## config.mk

```make
export PLATFORM = sky130hd
export DESIGN_NAME = acm_clock_ctrl
export DESIGN_NICKNAME = d
export VERILOG_FILES = /design/src/rtl/acm_pkg.sv /design/src/rtl/acm_link_if.sv /design/src/rtl/acm_clock_ctrl.sv /design/src/rtl/acm_bus_monitor.sv /design/src/rtl/acm_frame_sync_gen.sv
export SDC_FILE = /design/constraint.sdc
export NUM_CORES = 1
export LEC_CHECK = 0
export BUFFER_PORTS_ARGS = -buffer_cell sky130_fd_sc_hd__buf_2
export CAP_MARGIN = 20
export CORE_AREA = 3 3 147 107
export CTS_CLUSTER_SIZE = 8
export DETAILED_ROUTE_END_ITERATION = 8
export DIE_AREA = 0 0 150 110
export PLACE_DENSITY_LB_ADDON = 0.2
export SLEW_MARGIN = 30
export SYNTH_ARGS = -nofsm -noshare
export SYNTH_HDL_FRONTEND = slang
export SYNTH_HIERARCHICAL = 1
export SYNTH_SLANG_ARGS = --single-unit
export TNS_END_PERCENT = 1
```

## constraint.sdc

```tcl
create_clock -name clk -period 6.5 [get_ports clk]
set_input_delay 0.65 -clock clk [delete_from_list [all_inputs] [get_ports clk]]
set_output_delay 0.65 -clock clk [all_outputs]
set_load 0.01 [all_outputs]
```

## src/rtl/acm_pkg.sv

```systemverilog
// Constants, register map and decode tables of the audio serial port clock block.
// Assumes a single 100 MHz clock; all other files refer to names here as acm_pkg::name.
package acm_pkg;

  localparam logic [7:0] ACM_OFS_RATE_RATIO = 8'h14;
  localparam logic [7:0] ACM_OFS_MON_STATUS = 8'h15;
  localparam logic [7:0] ACM_OFS_CLK_SOURCE = 8'h16;

  localparam logic [7:0] ACM_RST_RATE_RATIO = 8'h48;
  localparam logic [7:0] ACM_RST_MON_STATUS = 8'hff;
  localparam logic [7:0] ACM_RST_CLK_SOURCE = 8'h10;

  localparam int ACM_RATE_HI   = 7;
  localparam int ACM_RATE_LO   = 4;
  localparam int ACM_RATIO_HI  = 3;
  localparam int ACM_RATIO_LO  = 0;
  localparam int ACM_SRC_ROOT  = 7;
  localparam int ACM_SRC_FMODE = 6;
  localparam int ACM_MRAT_HI   = 5;
  localparam int ACM_MRAT_LO   = 3;
  localparam int ACM_SRC_INV   = 1;

  localparam logic [3:0] ACM_CODE_INVALID = 4'hf;
  localparam logic [3:0] ACM_RATE_CODES   = 4'h9;
  localparam logic [3:0] ACM_RATIO_CODES  = 4'hd;
  localparam logic [3:0] ACM_RATIO_DEF    = 4'h8;

  // Frame period window in 10 ns cycles per rate code, 44.1k family max to 48k family min, +-2 %
  localparam logic [14:0] ACM_PER_MIN [9] = '{15'h2fda, 15'h17ed, 15'h0ff3, 15'h0bf6,
                                              15'h07f9, 15'h03fc, 15'h01fe, 15'h00ff, 15'h007f};
  localparam logic [14:0] ACM_PER_MAX [9] = '{15'h3635, 15'h1b1a, 15'h1211, 15'h0d8d,
                                              15'h0909, 15'h0484, 15'h0242, 15'h0121, 15'h0090};

  localparam logic [11:0] ACM_RATIO_VAL [13] = '{12'h010, 12'h018, 12'h020, 12'h030, 12'h040,
                                                 12'h060, 12'h080, 12'h0c0, 12'h100, 12'h180,
                                                 12'h200, 12'h400, 12'h800};

  localparam logic [11:0] ACM_MCLK_RATIO_VAL [8] = '{12'h040, 12'h100, 12'h180, 12'h200,
                                                     12'h300, 12'h400, 12'h600, 12'h900};

  // Master mode bit clock half period in system clocks
  localparam int ACM_BCLK_HALF = 4;

  typedef enum logic [2:0] {
    ACM_ROOT_PLL  = 3'b001,
    ACM_ROOT_BCLK = 3'b010,
    ACM_ROOT_MCLK = 3'b100
  } acm_root_t;

endpackage

```

## src/rtl/acm_link_if.sv

```systemverilog
// Carrier between the clock control top and its monitor and frame sync generator.
// Assumes all three sit on the same clock.
`timescale 1ns/1ps
`default_nettype none
interface acm_link_if;
  logic       bclk_bus;
  logic       frame_sync_bus;
  logic [3:0] det_rate;
  logic [3:0] det_ratio;
  logic       gen_en;
  logic       gen_inv;
  logic [3:0] gen_ratio;
  logic       gen_bclk;
  logic       gen_frame_sync;

  modport mon (input bclk_bus, input frame_sync_bus, output det_rate, output det_ratio);
  modport gen (input gen_en, input gen_inv, input gen_ratio, output gen_bclk, output gen_frame_sync);
  modport top (output bclk_bus, output frame_sync_bus, input det_rate, input det_ratio,
               output gen_en, output gen_inv, output gen_ratio, input gen_bclk, input gen_frame_sync);
endinterface
`default_nettype wire

```

## src/rtl/acm_clock_ctrl.sv

```systemverilog
// Top of the audio serial port clock configuration and monitor block.
// Assumes a simple synchronous register port behind the control interface.
`timescale 1ns/1ps
`default_nettype none
module acm_clock_ctrl #(
  parameter int BCLK_HALF = acm_pkg::ACM_BCLK_HALF
) (
  input  wire logic             clk,
  input  wire logic             nrst,
  input  wire logic [7:0]       reg_addr,
  input  wire logic             reg_wr,
  input  wire logic [7:0]       reg_wdata,
  output logic      [7:0]       reg_rdata,
  input  wire logic             bus_role_select,
  input  wire logic             auto_config_off,
  input  wire logic             auto_config_pll_off,
  input  wire logic [2:0]       master_clock_fixed_freq,
  input  wire logic             bclk_in,
  output logic                  bclk_out,
  output logic                  bclk_oe,
  input  wire logic             frame_sync_in,
  output logic                  frame_sync_out,
  output logic                  frame_sync_oe,
  output logic      [3:0]       eff_frame_rate,
  output logic      [3:0]       eff_bitclk_ratio,
  output acm_pkg::acm_root_t    root_select,
  output logic                  mclk_from_ratio,
  output logic      [2:0]       mclk_fixed_code,
  output logic      [11:0]      mclk_per_frame
);
  acm_link_if link ();

  logic [7:0]  cfg_r,     cfg_nxt;
  logic [7:0]  src_r,     src_nxt;
  logic [7:0]  rdata_r,   rdata_nxt;
  logic [3:0]  rate_o_r,  rate_o_nxt;
  logic [3:0]  ratio_o_r, ratio_o_nxt;
  acm_pkg::acm_root_t root_r, root_nxt;
  logic        mfr_r,     mfr_nxt;
  logic [2:0]  mfix_r,    mfix_nxt;
  logic [11:0] mpf_r,     mpf_nxt;
  logic        bclk_o_r,  bclk_o_nxt;
  logic        bclk_e_r,  bclk_e_nxt;
  logic        fs_o_r,    fs_o_nxt;
  logic        fs_e_r,    fs_e_nxt;

  logic        master;
  logic        auto_on;
  logic        slave_auto;
  logic [3:0]  prog_rate;
  logic [3:0]  prog_ratio;
  logic [2:0]  mclk_ratio_code;
  logic [3:0]  safe_ratio;

  assign master          = bus_role_select;
  assign auto_on         = ~auto_config_off;
  assign slave_auto      = ~master & auto_on;
  assign prog_rate       = cfg_r[acm_pkg::ACM_RATE_HI:acm_pkg::ACM_RATE_LO];
  assign prog_ratio      = cfg_r[acm_pkg::ACM_RATIO_HI:acm_pkg::ACM_RATIO_LO];
  assign mclk_ratio_code = src_r[acm_pkg::ACM_MRAT_HI:acm_pkg::ACM_MRAT_LO];
  // Reserved ratio codes would index past the table; fall back to the reset ratio
  assign safe_ratio = (prog_ratio < acm_pkg::ACM_RATIO_CODES) ? prog_ratio
                                                             : acm_pkg::ACM_RATIO_DEF;

  // Bus as seen by the monitor: own clocks as master, pins as slave
  assign link.bclk_bus  = master ? bclk_o_r : bclk_in;
  assign link.frame_sync_bus = master ? fs_o_r : frame_sync_in;
  assign link.gen_en    = master;
  assign link.gen_inv   = src_r[acm_pkg::ACM_SRC_INV];
  assign link.gen_ratio = safe_ratio;

  acm_bus_monitor u_mon (
    .clk  (clk),
    .nrst (nrst),
    .link (link)
  );

  acm_frame_sync_gen #(
    .HALF (BCLK_HALF)
  ) u_gen (
    .clk  (clk),
    .nrst (nrst),
    .link (link)
  );

  // Register file
  always_comb begin
    cfg_nxt   = cfg_r;
    src_nxt   = src_r;
    rdata_nxt = 8'h00;
    if (reg_wr) begin
      unique case (reg_addr)
        acm_pkg::ACM_OFS_RATE_RATIO: cfg_nxt = reg_wdata;
        // Reserved bits are stored as written; software keeps them zero
        acm_pkg::ACM_OFS_CLK_SOURCE: src_nxt = reg_wdata;
        default: begin
          cfg_nxt = cfg_r;
        end
      endcase
    end
    unique case (reg_addr)
      acm_pkg::ACM_OFS_RATE_RATIO: rdata_nxt = cfg_r;
      acm_pkg::ACM_OFS_MON_STATUS: rdata_nxt = {link.det_rate, link.det_ratio};
      acm_pkg::ACM_OFS_CLK_SOURCE: rdata_nxt = src_r;
      default:                     rdata_nxt = 8'h00;
    endcase
  end

  always_ff @(posedge clk or negedge nrst) begin
    if (!nrst) begin
      cfg_r   <= acm_pkg::ACM_RST_RATE_RATIO;
      src_r   <= acm_pkg::ACM_RST_CLK_SOURCE;
      rdata_r <= 8'h00;
    end else begin
      cfg_r   <= cfg_nxt;
      src_r   <= src_nxt;
      rdata_r <= rdata_nxt;
    end
  end

  // Effective clock configuration
  always_comb begin
    if (slave_auto) begin
      // Programmed values play no part; the bus decides
      rate_o_nxt  = link.det_rate;
      ratio_o_nxt = link.det_ratio;
    end else begin
      rate_o_nxt  = prog_rate;
      ratio_o_nxt = prog_ratio;
    end
    root_nxt = acm_pkg::ACM_ROOT_PLL;
    if (slave_auto && auto_config_pll_off) begin
      root_nxt = src_r[acm_pkg::ACM_SRC_ROOT] ? acm_pkg::ACM_ROOT_MCLK
                                               : acm_pkg::ACM_ROOT_BCLK;
    end
    mfr_nxt  = auto_on & src_r[acm_pkg::ACM_SRC_FMODE];
    mfix_nxt = master_clock_fixed_freq;
    mpf_nxt  = 12'h000;
    // Ratio applies in master mode or with master clock as slave root
    if (master || root_nxt == acm_pkg::ACM_ROOT_MCLK) begin
      mpf_nxt = acm_pkg::ACM_MCLK_RATIO_VAL[mclk_ratio_code];
    end
  end

  always_ff @(posedge clk or negedge nrst) begin
    if (!nrst) begin
      rate_o_r  <= acm_pkg::ACM_RST_RATE_RATIO[7:4];
      ratio_o_r <= acm_pkg::ACM_RST_RATE_RATIO[3:0];
      root_r    <= acm_pkg::ACM_ROOT_PLL;
      mfr_r     <= 1'b0;
      mfix_r    <= 3'h0;
      mpf_r     <= 12'h000;
    end else begin
      rate_o_r  <= rate_o_nxt;
      ratio_o_r <= ratio_o_nxt;
      root_r    <= root_nxt;
      mfr_r     <= mfr_nxt;
      mfix_r    <= mfix_nxt;
      mpf_r     <= mpf_nxt;
    end
  end

  // Pin drivers
  always_comb begin
    bclk_o_nxt = link.gen_bclk;
    fs_o_nxt   = link.gen_frame_sync;
    bclk_e_nxt = master;
    fs_e_nxt   = master;
  end

  always_ff @(posedge clk or negedge nrst) begin
    if (!nrst) begin
      bclk_o_r <= 1'b0;
      fs_o_r   <= 1'b0;
      bclk_e_r <= 1'b0;
      fs_e_r   <= 1'b0;
    end else begin
      bclk_o_r <= bclk_o_nxt;
      fs_o_r   <= fs_o_nxt;
      bclk_e_r <= bclk_e_nxt;
      fs_e_r   <= fs_e_nxt;
    end
  end

  assign reg_rdata        = rdata_r;
  assign bclk_out         = bclk_o_r;
  assign bclk_oe          = bclk_e_r;
  assign frame_sync_out   = fs_o_r;
  assign frame_sync_oe    = fs_e_r;
  assign eff_frame_rate   = rate_o_r;
  assign eff_bitclk_ratio = ratio_o_r;
  assign root_select      = root_r;
  assign mclk_from_ratio  = mfr_r;
  assign mclk_fixed_code  = mfix_r;
  assign mclk_per_frame   = mpf_r;
endmodule
`default_nettype wire

```

## src/rtl/acm_bus_monitor.sv

```systemverilog
// Measures frame period and bit clocks per frame on the serial bus.
// Assumes bus levels synchronous to clk and bit clock below a quarter of clk.
`timescale 1ns/1ps
`default_nettype none
module acm_bus_monitor (
  input  wire logic clk,
  input  wire logic nrst,
  acm_link_if.mon   link
);
  logic        bclk_q_r,  bclk_q_nxt;
  logic        fs_q_r,    fs_q_nxt;
  logic [14:0] per_r,     per_nxt;
  logic [11:0] bits_r,    bits_nxt;
  logic        armed_r,   armed_nxt;
  logic [3:0]  rate_r,    rate_nxt;
  logic [3:0]  ratio_r,   ratio_nxt;
  logic [3:0]  rate_cls;
  logic [3:0]  ratio_cls;
  logic        fs_rise;
  logic        bclk_rise;

  assign fs_rise   = link.frame_sync_bus & ~fs_q_r;
  assign bclk_rise = link.bclk_bus & ~bclk_q_r;

  always_comb begin
    rate_cls  = acm_pkg::ACM_CODE_INVALID;
    ratio_cls = acm_pkg::ACM_CODE_INVALID;
    for (int i = 0; i < 9; i++) begin
      if (per_r >= acm_pkg::ACM_PER_MIN[i] && per_r <= acm_pkg::ACM_PER_MAX[i]) begin
        rate_cls = 4'(i);
      end
    end
    for (int j = 0; j < 13; j++) begin
      if (bits_r == acm_pkg::ACM_RATIO_VAL[j]) begin
        ratio_cls = 4'(j);
      end
    end
  end

  always_comb begin
    bclk_q_nxt = link.bclk_bus;
    fs_q_nxt   = link.frame_sync_bus;
    per_nxt    = per_r;
    bits_nxt   = bits_r;
    armed_nxt  = armed_r;
    rate_nxt   = rate_r;
    ratio_nxt  = ratio_r;
    if (fs_rise) begin
      // First edge after reset or timeout only starts a measurement
      if (armed_r) begin
        rate_nxt  = rate_cls;
        ratio_nxt = ratio_cls;
      end
      armed_nxt = 1'b1;
      per_nxt   = 15'h0001;
      bits_nxt  = {11'h000, bclk_rise};
    end else begin
      if (per_r != 15'h7fff) begin
        per_nxt = per_r + 15'h0001;
      end
      if (bclk_rise && bits_r != 12'hfff) begin
        bits_nxt = bits_r + 12'h001;
      end
      if (per_r > acm_pkg::ACM_PER_MAX[0]) begin
        // Frame sync lost: report invalid rather than a stale rate
        armed_nxt = 1'b0;
        rate_nxt  = acm_pkg::ACM_CODE_INVALID;
        ratio_nxt = acm_pkg::ACM_CODE_INVALID;
      end
    end
  end

  always_ff @(posedge clk or negedge nrst) begin
    if (!nrst) begin
      bclk_q_r <= 1'b0;
      fs_q_r   <= 1'b0;
      per_r    <= 15'h0000;
      bits_r   <= 12'h000;
      armed_r  <= 1'b0;
      rate_r   <= acm_pkg::ACM_RST_MON_STATUS[7:4];
      ratio_r  <= acm_pkg::ACM_RST_MON_STATUS[3:0];
    end else begin
      bclk_q_r <= bclk_q_nxt;
      fs_q_r   <= fs_q_nxt;
      per_r    <= per_nxt;
      bits_r   <= bits_nxt;
      armed_r  <= armed_nxt;
      rate_r   <= rate_nxt;
      ratio_r  <= ratio_nxt;
    end
  end

  assign link.det_rate  = rate_r;
  assign link.det_ratio = ratio_r;
endmodule
`default_nettype wire

```

## src/rtl/acm_frame_sync_gen.sv

```systemverilog
// Master mode bit clock and frame sync generator.
// Assumes the ratio code is already checked and stable while enabled.
`timescale 1ns/1ps
`default_nettype none
module acm_frame_sync_gen #(
  parameter int HALF = acm_pkg::ACM_BCLK_HALF
) (
  input  wire logic clk,
  input  wire logic nrst,
  acm_link_if.gen   link
);
  logic [7:0]  div_r,  div_nxt;
  logic        bclk_r, bclk_nxt;
  logic [11:0] bit_r,  bit_nxt;
  logic        fs_r,   fs_nxt;
  logic [11:0] flen;
  logic        tick;
  logic        move_edge;

  assign flen = acm_pkg::ACM_RATIO_VAL[link.gen_ratio];
  assign tick = (div_r == 8'(HALF - 1));
  // Normal: frame sync moves on falling bit clock, inverted on rising
  assign move_edge = tick & (link.gen_inv ? ~bclk_r : bclk_r);

  always_comb begin
    div_nxt  = tick ? 8'h00 : div_r + 8'h01;
    bclk_nxt = tick ? ~bclk_r : bclk_r;
    bit_nxt  = bit_r;
    fs_nxt   = fs_r;
    if (move_edge) begin
      bit_nxt = (bit_r >= flen - 12'h001) ? 12'h000 : bit_r + 12'h001;
      fs_nxt  = (bit_r >= flen - 12'h001);
    end
    if (!link.gen_en) begin
      div_nxt  = 8'h00;
      bclk_nxt = 1'b0;
      bit_nxt  = 12'h000;
      fs_nxt   = 1'b0;
    end
  end

  always_ff @(posedge clk or negedge nrst) begin
    if (!nrst) begin
      div_r  <= 8'h00;
      bclk_r <= 1'b0;
      bit_r  <= 12'h000;
      fs_r   <= 1'b0;
    end else begin
      div_r  <= div_nxt;
      bclk_r <= bclk_nxt;
      bit_r  <= bit_nxt;
      fs_r   <= fs_nxt;
    end
  end

  assign link.gen_bclk  = bclk_r;
  assign link.gen_frame_sync = fs_r;
endmodule
`default_nettype wire

```

# After elaboration in Yosys (flattened, before gate mapping)
# Memory sizes are Yosys's and may differ from the RTL's.
# Cells that the tools add are included.
[op_classes]
n_addsub = 5
n_lt_le_gt_ge = 23
eq_ne = 23
muxes = 56
n_bitwise = 12
n_reduce_logical = 18
[ops]
columns = ["cell", "count"]
rows = [
  ["$mux 12", 10],
  ["$mux 4", 30],
  ["$ge 15x12->1 const B", 2],
  ["$le 15x12->1 const B", 2],
  ["$le 15x13->1 const B", 2],
  ["$mux 15", 2],
  ["$add 12x1->12 const B", 2],
  ["$eq 12x5->1 const B", 2],
  ["$eq 12x6->1 const B", 2],
  ["$eq 12x7->1 const B", 2],
  ["$eq 12x8->1 const B", 2],
  ["$eq 12x9->1 const B", 2],
  ["$eq 8x5->1 const B", 3],
  ["$pmux 8 s3", 1],
  ["$mux 8", 2],
  ["$add 15x1->15 const B", 1],
  ["$ge 15x10->1 const B", 1],
  ["$ge 15x11->1 const B", 1],
  ["$ge 15x13->1 const B", 1],
  ["$ge 15x14->1 const B", 1],
  ["$ge 15x7->1 const B", 1],
  ["$ge 15x8->1 const B", 1],
  ["$ge 15x9->1 const B", 1],
  ["$gt 15x14->1 const B", 1],
  ["29 further kinds", 62],
]
[word_totals]
regBits = 114
mem_bits_ro = 288
inputBits = 27
out_inout_bits = 39
elab_cells = 162
mem_count = 2
[memory_table]
columns = ["memory", "depth", "width", "rd", "rd_clocked_by_memory_dff", "write_ports", "line_no", "source"]
rows = [
  ["(name not given)", 16, 12, 1, 0, 0, "acm_frame_sync_gen.sv:20", "assign flen = acm_pkg::ACM_RATIO_VAL[link.gen_ratio];"],
  ["(name not given)", 8, 12, 1, 0, 0, "acm_clock_ctrl.sv:141", "mpf_nxt = acm_pkg::ACM_MCLK_RATIO_VAL[mclk_ratio_code];"],
]

# Logic depth before layout (Yosys ltp)
# Gate-level depths: netlist (run 1).
[logic_depth]
word_depth = 16
depth_mapped = 16
depth_no_buf = 15

# Modules after synthesis
# Netlist (run 1), hierarchy kept.
[modules_own_cells]
columns = ["mod", "instances", "cells_per_inst", "area_per_inst_um2", "seq_area_each_um2"]
rows = [
  ["acm_bus_monitor", 1, 349, 2865.2, 960.9],
  ["acm_clock_ctrl", 1, 148, 2075.7, 1208.7],
  ["acm_frame_sync_gen", 1, 162, 1490.2, 550.5],
]

# Worst setup path before layout (run 1)
# No wires, ideal clock.
[synth_path]
path_kind = "register to register"
startpoint = "register cfg_r[3]"
endpoint = "register u_gen.bit_r[8]"
setup_ns = 0.126
arrival_time_ns = 3.390
required_ns = 6.374
setup_slack_ns = 2.984
stages_incl_launch_ff = 17
n_path_buf = 1
period_less_slack_ns = 3.516
path_cell_list = "dfstp_2 o21ai_0 and2_1 clkbuf_1 nor2_1 nand2_1 ha_1 inv_1 mux2_2 o32ai_1 a21oi_1 ha_1 nand4_1 or3_1 o211ai_2 nor2_2 a221o_1"
[synth_between]
elab_chain_len = 11
[synth_lines]
columns = ["item", "line_no", "source"]
rows = [
  ["from (decl)", "acm_clock_ctrl.sv:33", "logic [7:0] cfg_r, cfg_nxt;"],
  ["from (signal assigned)", "acm_clock_ctrl.sv:111", "cfg_r <= acm_pkg::ACM_RST_RATE_RATIO;"],
  ["from (signal assigned)", "acm_clock_ctrl.sv:115", "cfg_r <= cfg_nxt;"],
  ["$lt 4x4->1", "acm_clock_ctrl.sv:62", "assign safe_ratio = (prog_ratio < acm_pkg::ACM_RATIO_CODES) ? prog_ratio"],
  ["$mux 4", "acm_clock_ctrl.sv:62", ""],
  ["named net link.gen_ratio[2]", "acm_link_if.sv:12", "logic [3:0] gen_ratio;"],
  ["$not 4->5 (implied by the code)", "acm_frame_sync_gen.sv:20", ""],
  ["$mem_v2 16x12", "n/a", ""],
  ["$mux 12 (implied by the code) (2 in a row)", "acm_frame_sync_gen.sv:20", ""],
  ["$sub 12x1->12", "acm_frame_sync_gen.sv:31", "bit_nxt = (bit_r >= flen - 12'h001) ? 12'h000 : bit_r + 12'h001;"],
  ["$ge 12x12->1", "acm_frame_sync_gen.sv:31", ""],
  ["$mux 12", "acm_frame_sync_gen.sv:31", ""],
  ["$mux 12", "acm_frame_sync_gen.sv:30", "if (move_edge) begin"],
  ["$mux 12", "acm_frame_sync_gen.sv:34", "if (!link.gen_en) begin"],
  ["to (signal assigned)", "acm_frame_sync_gen.sv:51", "bit_r <= bit_nxt;"],
  ["to (decl)", "acm_frame_sync_gen.sv:14", "logic [11:0] bit_r, bit_nxt;"],
]
# The timed path passes the listed nets, and every way through them passes these cells. The select of a mux whose other input is x is not followed.
# A chain may end at the register's enable or synchronous reset.

# Final worst setup path (run 1)
# Ends and elaborated chain as after synthesis.

==> results of run 1 <==
logic make-up after synthesis:
logic type	count (synthesis)	synth area share (%)
simple gates	273	22.9
compound gates	114	12.1
flops	108	42.3
buf+inv	64	6.17
mux	41	7.39
xor+xnor	38	5.18
fa+ha+maj	20	3.89
other cells	1	0.0583
routing by layer:
layer  vias to the layer above  global-route usage (%)  part of all wire, %
met1                      2397                    27.1                   50
li1                       2391                       -                    -
met2                       153                    26.4                   44
met3                         6                    3.47                  5.4
met5                         -                       0                    0
met4                         0                    3.72                 0.56
registers in the layout (all words and copies together) (netlist names), 4 cells and up:
signal                flops
u_gen/bit_r              12
eff_frame_rate            4
u_mon/bits_r             12
src_r                     8
mclk_per_frame            6
u_mon/link.det_rate       4
u_mon/link.det_ratio      4
eff_bitclk_ratio          4
u_gen/div_r               8
reg_rdata                 8
cfg_r                     8
u_mon/per_r              15
critical path, stage by stage (launching register included):
cell	delay, ns
dfstp_2	0.45
a21boi_0	0.78
nand2b_1	0.24
nand2_1	0.14
ha_1	0.29
inv_1	0.12
mux2_2	0.28
o32ai_1	0.26
a21oi_1	0.09
ha_1	0.34
nand4_1	0.09
or3_1	0.39
o211ai_2	0.18
nor2_2	0.13
a221o_1	0.34
path summary, 6_finish.rpt:
check                                          start                 end  slack (ns)
setup reg to reg                            cfg_r[3]      u_gen/bit_r[8]        2.27
hold reg to reg            u_gen/link.gen_frame_sync      frame_sync_out        0.39
min in group clk           u_gen/link.gen_frame_sync      frame_sync_out        0.39
max in group asynchronous                       nrst     u_mon/bits_r[2]        4.96
hold / removal                                  nrst  mclk_per_frame[10]        0.28
setup / recovery                            cfg_r[3]      u_gen/bit_r[8]        2.27
cells in the mapped netlist (3+ instances only):
| cell | count |
|---|---|
| or3_1 | 5 |
| nand4_1 | 14 |
| a31oi_1 | 11 |
| nand3_1 | 22 |
| nand2b_1 | 4 |
| nor2_1 | 83 |
| clkbuf_1 | 11 |
| nand2_1 | 56 |
| mux2i_1 | 13 |
| nor3_2 | 3 |
| a21boi_0 | 3 |
| mux2_2 | 20 |
| buf_6 | 7 |
| nor2b_1 | 6 |
| dfrtp_1 | 94 |
| a211oi_1 | 6 |
| or2_2 | 5 |
| mux2_4 | 8 |
| o21ai_0 | 22 |
| nor4_1 | 5 |
| nor3_1 | 19 |
| buf_4 | 11 |
| o211ai_1 | 3 |
| and2_1 | 5 |
| dfstp_2 | 14 |
| and3_1 | 10 |
| o21a_1 | 5 |
| inv_1 | 20 |
| buf_2 | 9 |
| nor3b_1 | 5 |
| a21oi_1 | 27 |
| or4_1 | 3 |
| ha_1 | 20 |
| nor2_2 | 3 |
| clkbuf_8 | 4 |
| and4_1 | 4 |
| xor2_1 | 11 |
| a2bb2oi_1 | 3 |
| xnor2_1 | 27 |
| o21bai_1 | 3 |
layout make-up:
type,instances,share of cell area [%]
Sequential cell,108,39.0
Timing Repair Buffer,61,4.48
Clock buffer,10,3.42
Tap cell,195,3.50
Multi-Input combinational cell,492,47.8
Inverter,20,1.08
Clock inverter,6,0.789
power by group:
group | internal [mW] | total, mW | switching (mW) | leakage [nW]
logic | 0.122 | 0.283 | 0.162 | 1.60
clock network | 0.278 | 0.540 | 0.261 | 0.139
registers | 0.711 | 0.798 | 0.0873 | 1.42
total | 1.11 | 1.62 | 0.510 | 3.15
==> out/results.ini, run 1 <==
[floorplanning]
die_height_um = 110
ios = 66
coreArea_um2 = 14400
rows = 37
initial_core_util_pct = 44.5
fp.dieW_um = 150
die_area_um2 = 16500

[global_route]
grt_pass1_vias = 4644
grt_max_degree = 67
grt_overflow = 0
grt_pass1_wl_um = 23700
antenna_found_initial = 0
grtUsageTotal_pct = 17.8

[finish]
syn_to_final_growth_pct = 8.52
final_core_util_pct = 48.3
final_cell_mix = dfrtp_1, nor2_1, buf_2
finalNetCount = 739
drive_above_1_share_pct = 21.4
fillers = 1404
regArea_um2 = 2720
diodes = 0
final_common_cell = dfrtp_1
final_area_um2 = 6980
multi_input_area_um2 = 3330
final_cell_count_no_fill = 892

[route]
drc = 0
ant_nets = 0
drt_iter0_markers = 409
drtPass1Iterations = 6
wire_per_inst_um = 16.5
wl_um = 14800
vias_per_cell = 5.55
vias = 4947

[logic_synthesis]
synth_enable_flop_cells = 0
netlist_top_cells_area = dfrtp_1, dfstp_2, nor2_1
yosys_warnings = 6
seq_area_frac_synth_pct = 42.3
synthFlopType = dfrtp_1
ys_seq_elements = 108
synth.distinct_cells = 84
synth_top_area_share_pct = 36.6
synth_top_area_cell = dfrtp_1
synth_area_per_cell_um2 = 9.76
synth_area_um2 = 6430
syn_inst = 659
async_reset_ff_share_pct = 100

[setup_path]
start_kind = flip-flop
worst-path-max-fanout = 17
cp_data_required_time_ns = 6.73
reg2reg_depth = 14
end_kind = flip-flop
critPathKind = reg2reg
cp.arrival_ns = 4.46

[power_and_ir_drop]
pwr_density_cell_nw_per_um2 = 232
fin_total_pwr_mw = 1.62
ir_drop_uv = 128
p_leak_nw = 3.15

[run]
cap_violations = 0

[clock_network]
cts_resized = 0
hold_buffers = 0
htree_levels = 3
clk_latency_ns = 0.35
clockRootBuffer = clkbuf_16
numCtsBuffers = 9
cts.clk_slew.worst_paths_ns = 0.08
cts_setup_buffers = 0
cts.path.max_buffers = 2
cts_sinks = 108
cts_tree = done

[sta]
tightest_slew_ns = 0.944
setup_viol_count_final = 0
finalCritPeriodShare_pct = 65.1
worst_slack_ns = 2.27
relSlewSlack_pct = 36.5
rsz0062_at_grt = false
period_needed_ns = 4.23
maxSlewViolCount = 0
timing.fmax_mhz = 236
fin_tns_setup_ns = 0
finalClockSkew_ns = 0.0113
hold_ws_ns = 0.284
final-hold-violation-count = 0

[placed_design]
port_buffers = 59
dpl.cell_count = 876
dpl_cell_area_um2 = 6690
gp_congestion = 0.901
hpwl_um = 10800
post-place-ws_ns = 2.36

[min_path]
hold_class = in2async

[run_status]
status = finished clean

(Power assumes the default switching activity.)
==> run 2, diff against run 1 <==
Clock period 6.5 ns to 4.05 ns, I/O delays scaled along.
==> out/results.ini, run 2 (same netlist as run 1, synthesis figures left out) <==
[floorplanning]
die_area_um2 = 16500  ; unchanged
rows = 37  ; unchanged
fp.dieW_um = 150  ; unchanged
ios = 66  ; unchanged
die_height_um = 110  ; unchanged
initial_core_util_pct = 44.5  ; unchanged
coreArea_um2 = 14400  ; unchanged

[clock_network]
clk_latency_ns = 0.34  ; about the same
cts.path.max_buffers = 2  ; unchanged
cts.clk_slew.worst_paths_ns = 0.08  ; about the same
htree_levels = 3  ; unchanged
numCtsBuffers = 9  ; unchanged
clockRootBuffer = clkbuf_16
cts_tree = done
cts_sinks = 108  ; unchanged

[route]
drc = 0  ; unchanged
wl_um = 14300  ; -3.4%
wl_met2_um = 6150  ; -4.3%
vias = 4936  ; -0.22%
vias_per_cell = 5.50  ; -0.78%
ant_nets = 0  ; unchanged
wire_per_inst_um = 15.9  ; -3.9%
top_layer = met4
drtPass1Iterations = 5  ; -1
drt_iter0_markers = 366  ; -11%
met3_length_um = 767  ; -4.4%
wl_met1_um = 7260  ; -2.5%

[setup_path]
reg2reg_from = cfg_r[3]
reg2reg_depth = 15  ; +1
end_kind = flip-flop
start_kind = flip-flop
critPathKind = reg2reg
cp.arrival_ns = 4.09  ; -0.37 ns
r2r-end = u_gen/bit_r[8]
worst-path-max-fanout = 7  ; -10
reg2reg_slack_ns = 0.19  ; -2.08 ns
cp_data_required_time_ns = 4.28  ; -2.45 ns

[sta]
finalCritPeriodShare_pct = 95.3  ; +30 points
maxSlewViolCount = 0  ; unchanged
finalClockSkew_ns = 0.00753  ; -0.00377 ns
setup_viol_count_final = 0  ; unchanged
tightest_slew_ns = 0.781  ; -0.163 ns
rsz0062_at_grt = false
period_needed_ns = 3.86  ; -0.369 ns
timing.fmax_mhz = 259  ; +9.6%
fin_tns_setup_ns = 0  ; unchanged
final-hold-violation-count = 0  ; unchanged
relSlewSlack_pct = 47.9  ; +11 points

[finish]
finalNetCount = 744  ; +0.68%
drive_above_1_share_pct = 22.2  ; +0.84 points
syn_to_final_growth_pct = 9.49
regMostFlops = u_mon/per_r
largest_register_ffs = 15  ; unchanged
final_cell_mix = dfrtp_1, nor2_1, buf_2
reg.largest.list = u_mon/per_r: 15 flops, u_gen/bit_r: 12 flops, u_mon/bits_r: 12 flops
fillers = 1372  ; -2.3%
final_common_cell = dfrtp_1
diodes = 0  ; unchanged
final_cell_count_no_fill = 897  ; +0.56%
final_area_um2 = 7040  ; +0.90%

[min_path]
hold_class = in2async

[power_and_ir_drop]
seqPwrFrac_pct = 48.9  ; -0.3 points
power_switching_uw = 828  ; +62%
p_comb_share_pct = 17.5  ; about the same
pwr_density_cell_nw_per_um2 = 370  ; +59%
p_int_mw = 1.78  ; +60%
ir_drop_uv = 224  ; +75%
p_leak_nw = 3.20  ; +1.4%
pwr-share-clk_pct = 33.6  ; +0.3 points
swShare_pct = 31.7  ; +0.29 points

[placed_design]
port_buffers = 59  ; unchanged
gp_congestion = 0.946  ; +5.0%
dpl.cell_count = 878  ; +0.23%
dpl_cell_area_um2 = 6700  ; +0.28%
hpwl_um = 10400  ; -3.8%

[global_route]
grt_overflow = 0  ; unchanged
grt_max_degree = 90  ; +34%
grt_pass1_vias = 4679  ; +0.75%
grt_pass1_wl_um = 23500  ; -0.84%
grtUsageTotal_pct = 17.4  ; -0.39 points
antenna_found_initial = 0  ; unchanged

[run_status]
status = finished clean

[run]
cap_violations = 0  ; unchanged

[run 2: worst max-delay path: stages (launching register included)]
cell and delay [ns]:
dfstp_2 0.57, buf_4 0.13, a21boi_0 0.13, nor2b_1 0.21
nand2_1 0.10, ha_1 0.27, inv_1 0.13, mux2_2 0.35
o32ai_1 0.31, a21oi_1 0.08, ha_1 0.32, nand4_1 0.10
or3_1 0.39, o211ai_2 0.18, nor2_2 0.12, a221o_1 0.34
[run 2: metrics by stage]
stage | power [mW] | util [%] | worst slack (ns) | hold slack (ns)
floorplan | 1.63 | - | 0.534 | 0.109
global placement | 1.73 | 46.4 | 0.279 | 0.379
detailed placement | 1.74 | 46.4 | 0.00665 | 0.384
CTS | 2.64 | 48.6 | 0.166 | 0.147
global route | 2.75 | 48.8 | 0.0142 | 0.141
finish | 2.61 | 48.8 | 0.190 | 0.120
[run 2: how the worst max path moves through the flow]
stage | start | endpoint | slack [ns] | cells after the start
floorplan | cfg_r[3] | u_gen/bit_r[8] | 0.53 | 16
global placement | cfg_r[3] | u_gen/bit_r[8] | 0.28 | 15
detailed placement | cfg_r[3] | u_gen/bit_r[8] | 0.007 | 15
CTS | cfg_r[3] | u_gen/bit_r[8] | 0.17 | 15
global route | cfg_r[3] | u_gen/bit_r[8] | 0.01 | 15
finish | cfg_r[3] | u_gen/bit_r[8] | 0.19 | 15
[run 2: repair_timing]
action	4_1_cts	5_1_grt
hold buffers	0	0
endpoints found under the setup margin	1	11
buffers inserted	2	1
resized for setup	0	4
[run 2: power groups by stage]
stage | clock network (mW) | logic [mW] | registers [mW]
floorplan | 0 | 0.414 | 1.22
global placement | 0 | 0.438 | 1.29
detailed placement | 0 | 0.448 | 1.29
CTS | 0.912 | 0.454 | 1.27
global route | 0.949 | 0.517 | 1.29
finish | 0.875 | 0.458 | 1.28
[run 2: layout make-up]
class	count	area (um^2)	area share (%)
inverter	20	75.1	1.07
multi-input combinational	492	3340	47.5
tap	195	244	3.46
sequential	108	2720	38.6
clock buffer	9	225	3.20
timing repair buffer	66	354	5.03
clock inverter	7	81.3	1.15
[run 2: layer usage]
| layer | up-vias | track usage, % |
|---|---|---|
| met5 | - | 0 |
| met4 | 0 | 2.74 |
| met3 | 9 | 3.43 |
| met2 | 140 | 25.6 |
| met1 | 2391 | 27.1 |
| li1 | 2396 | - |
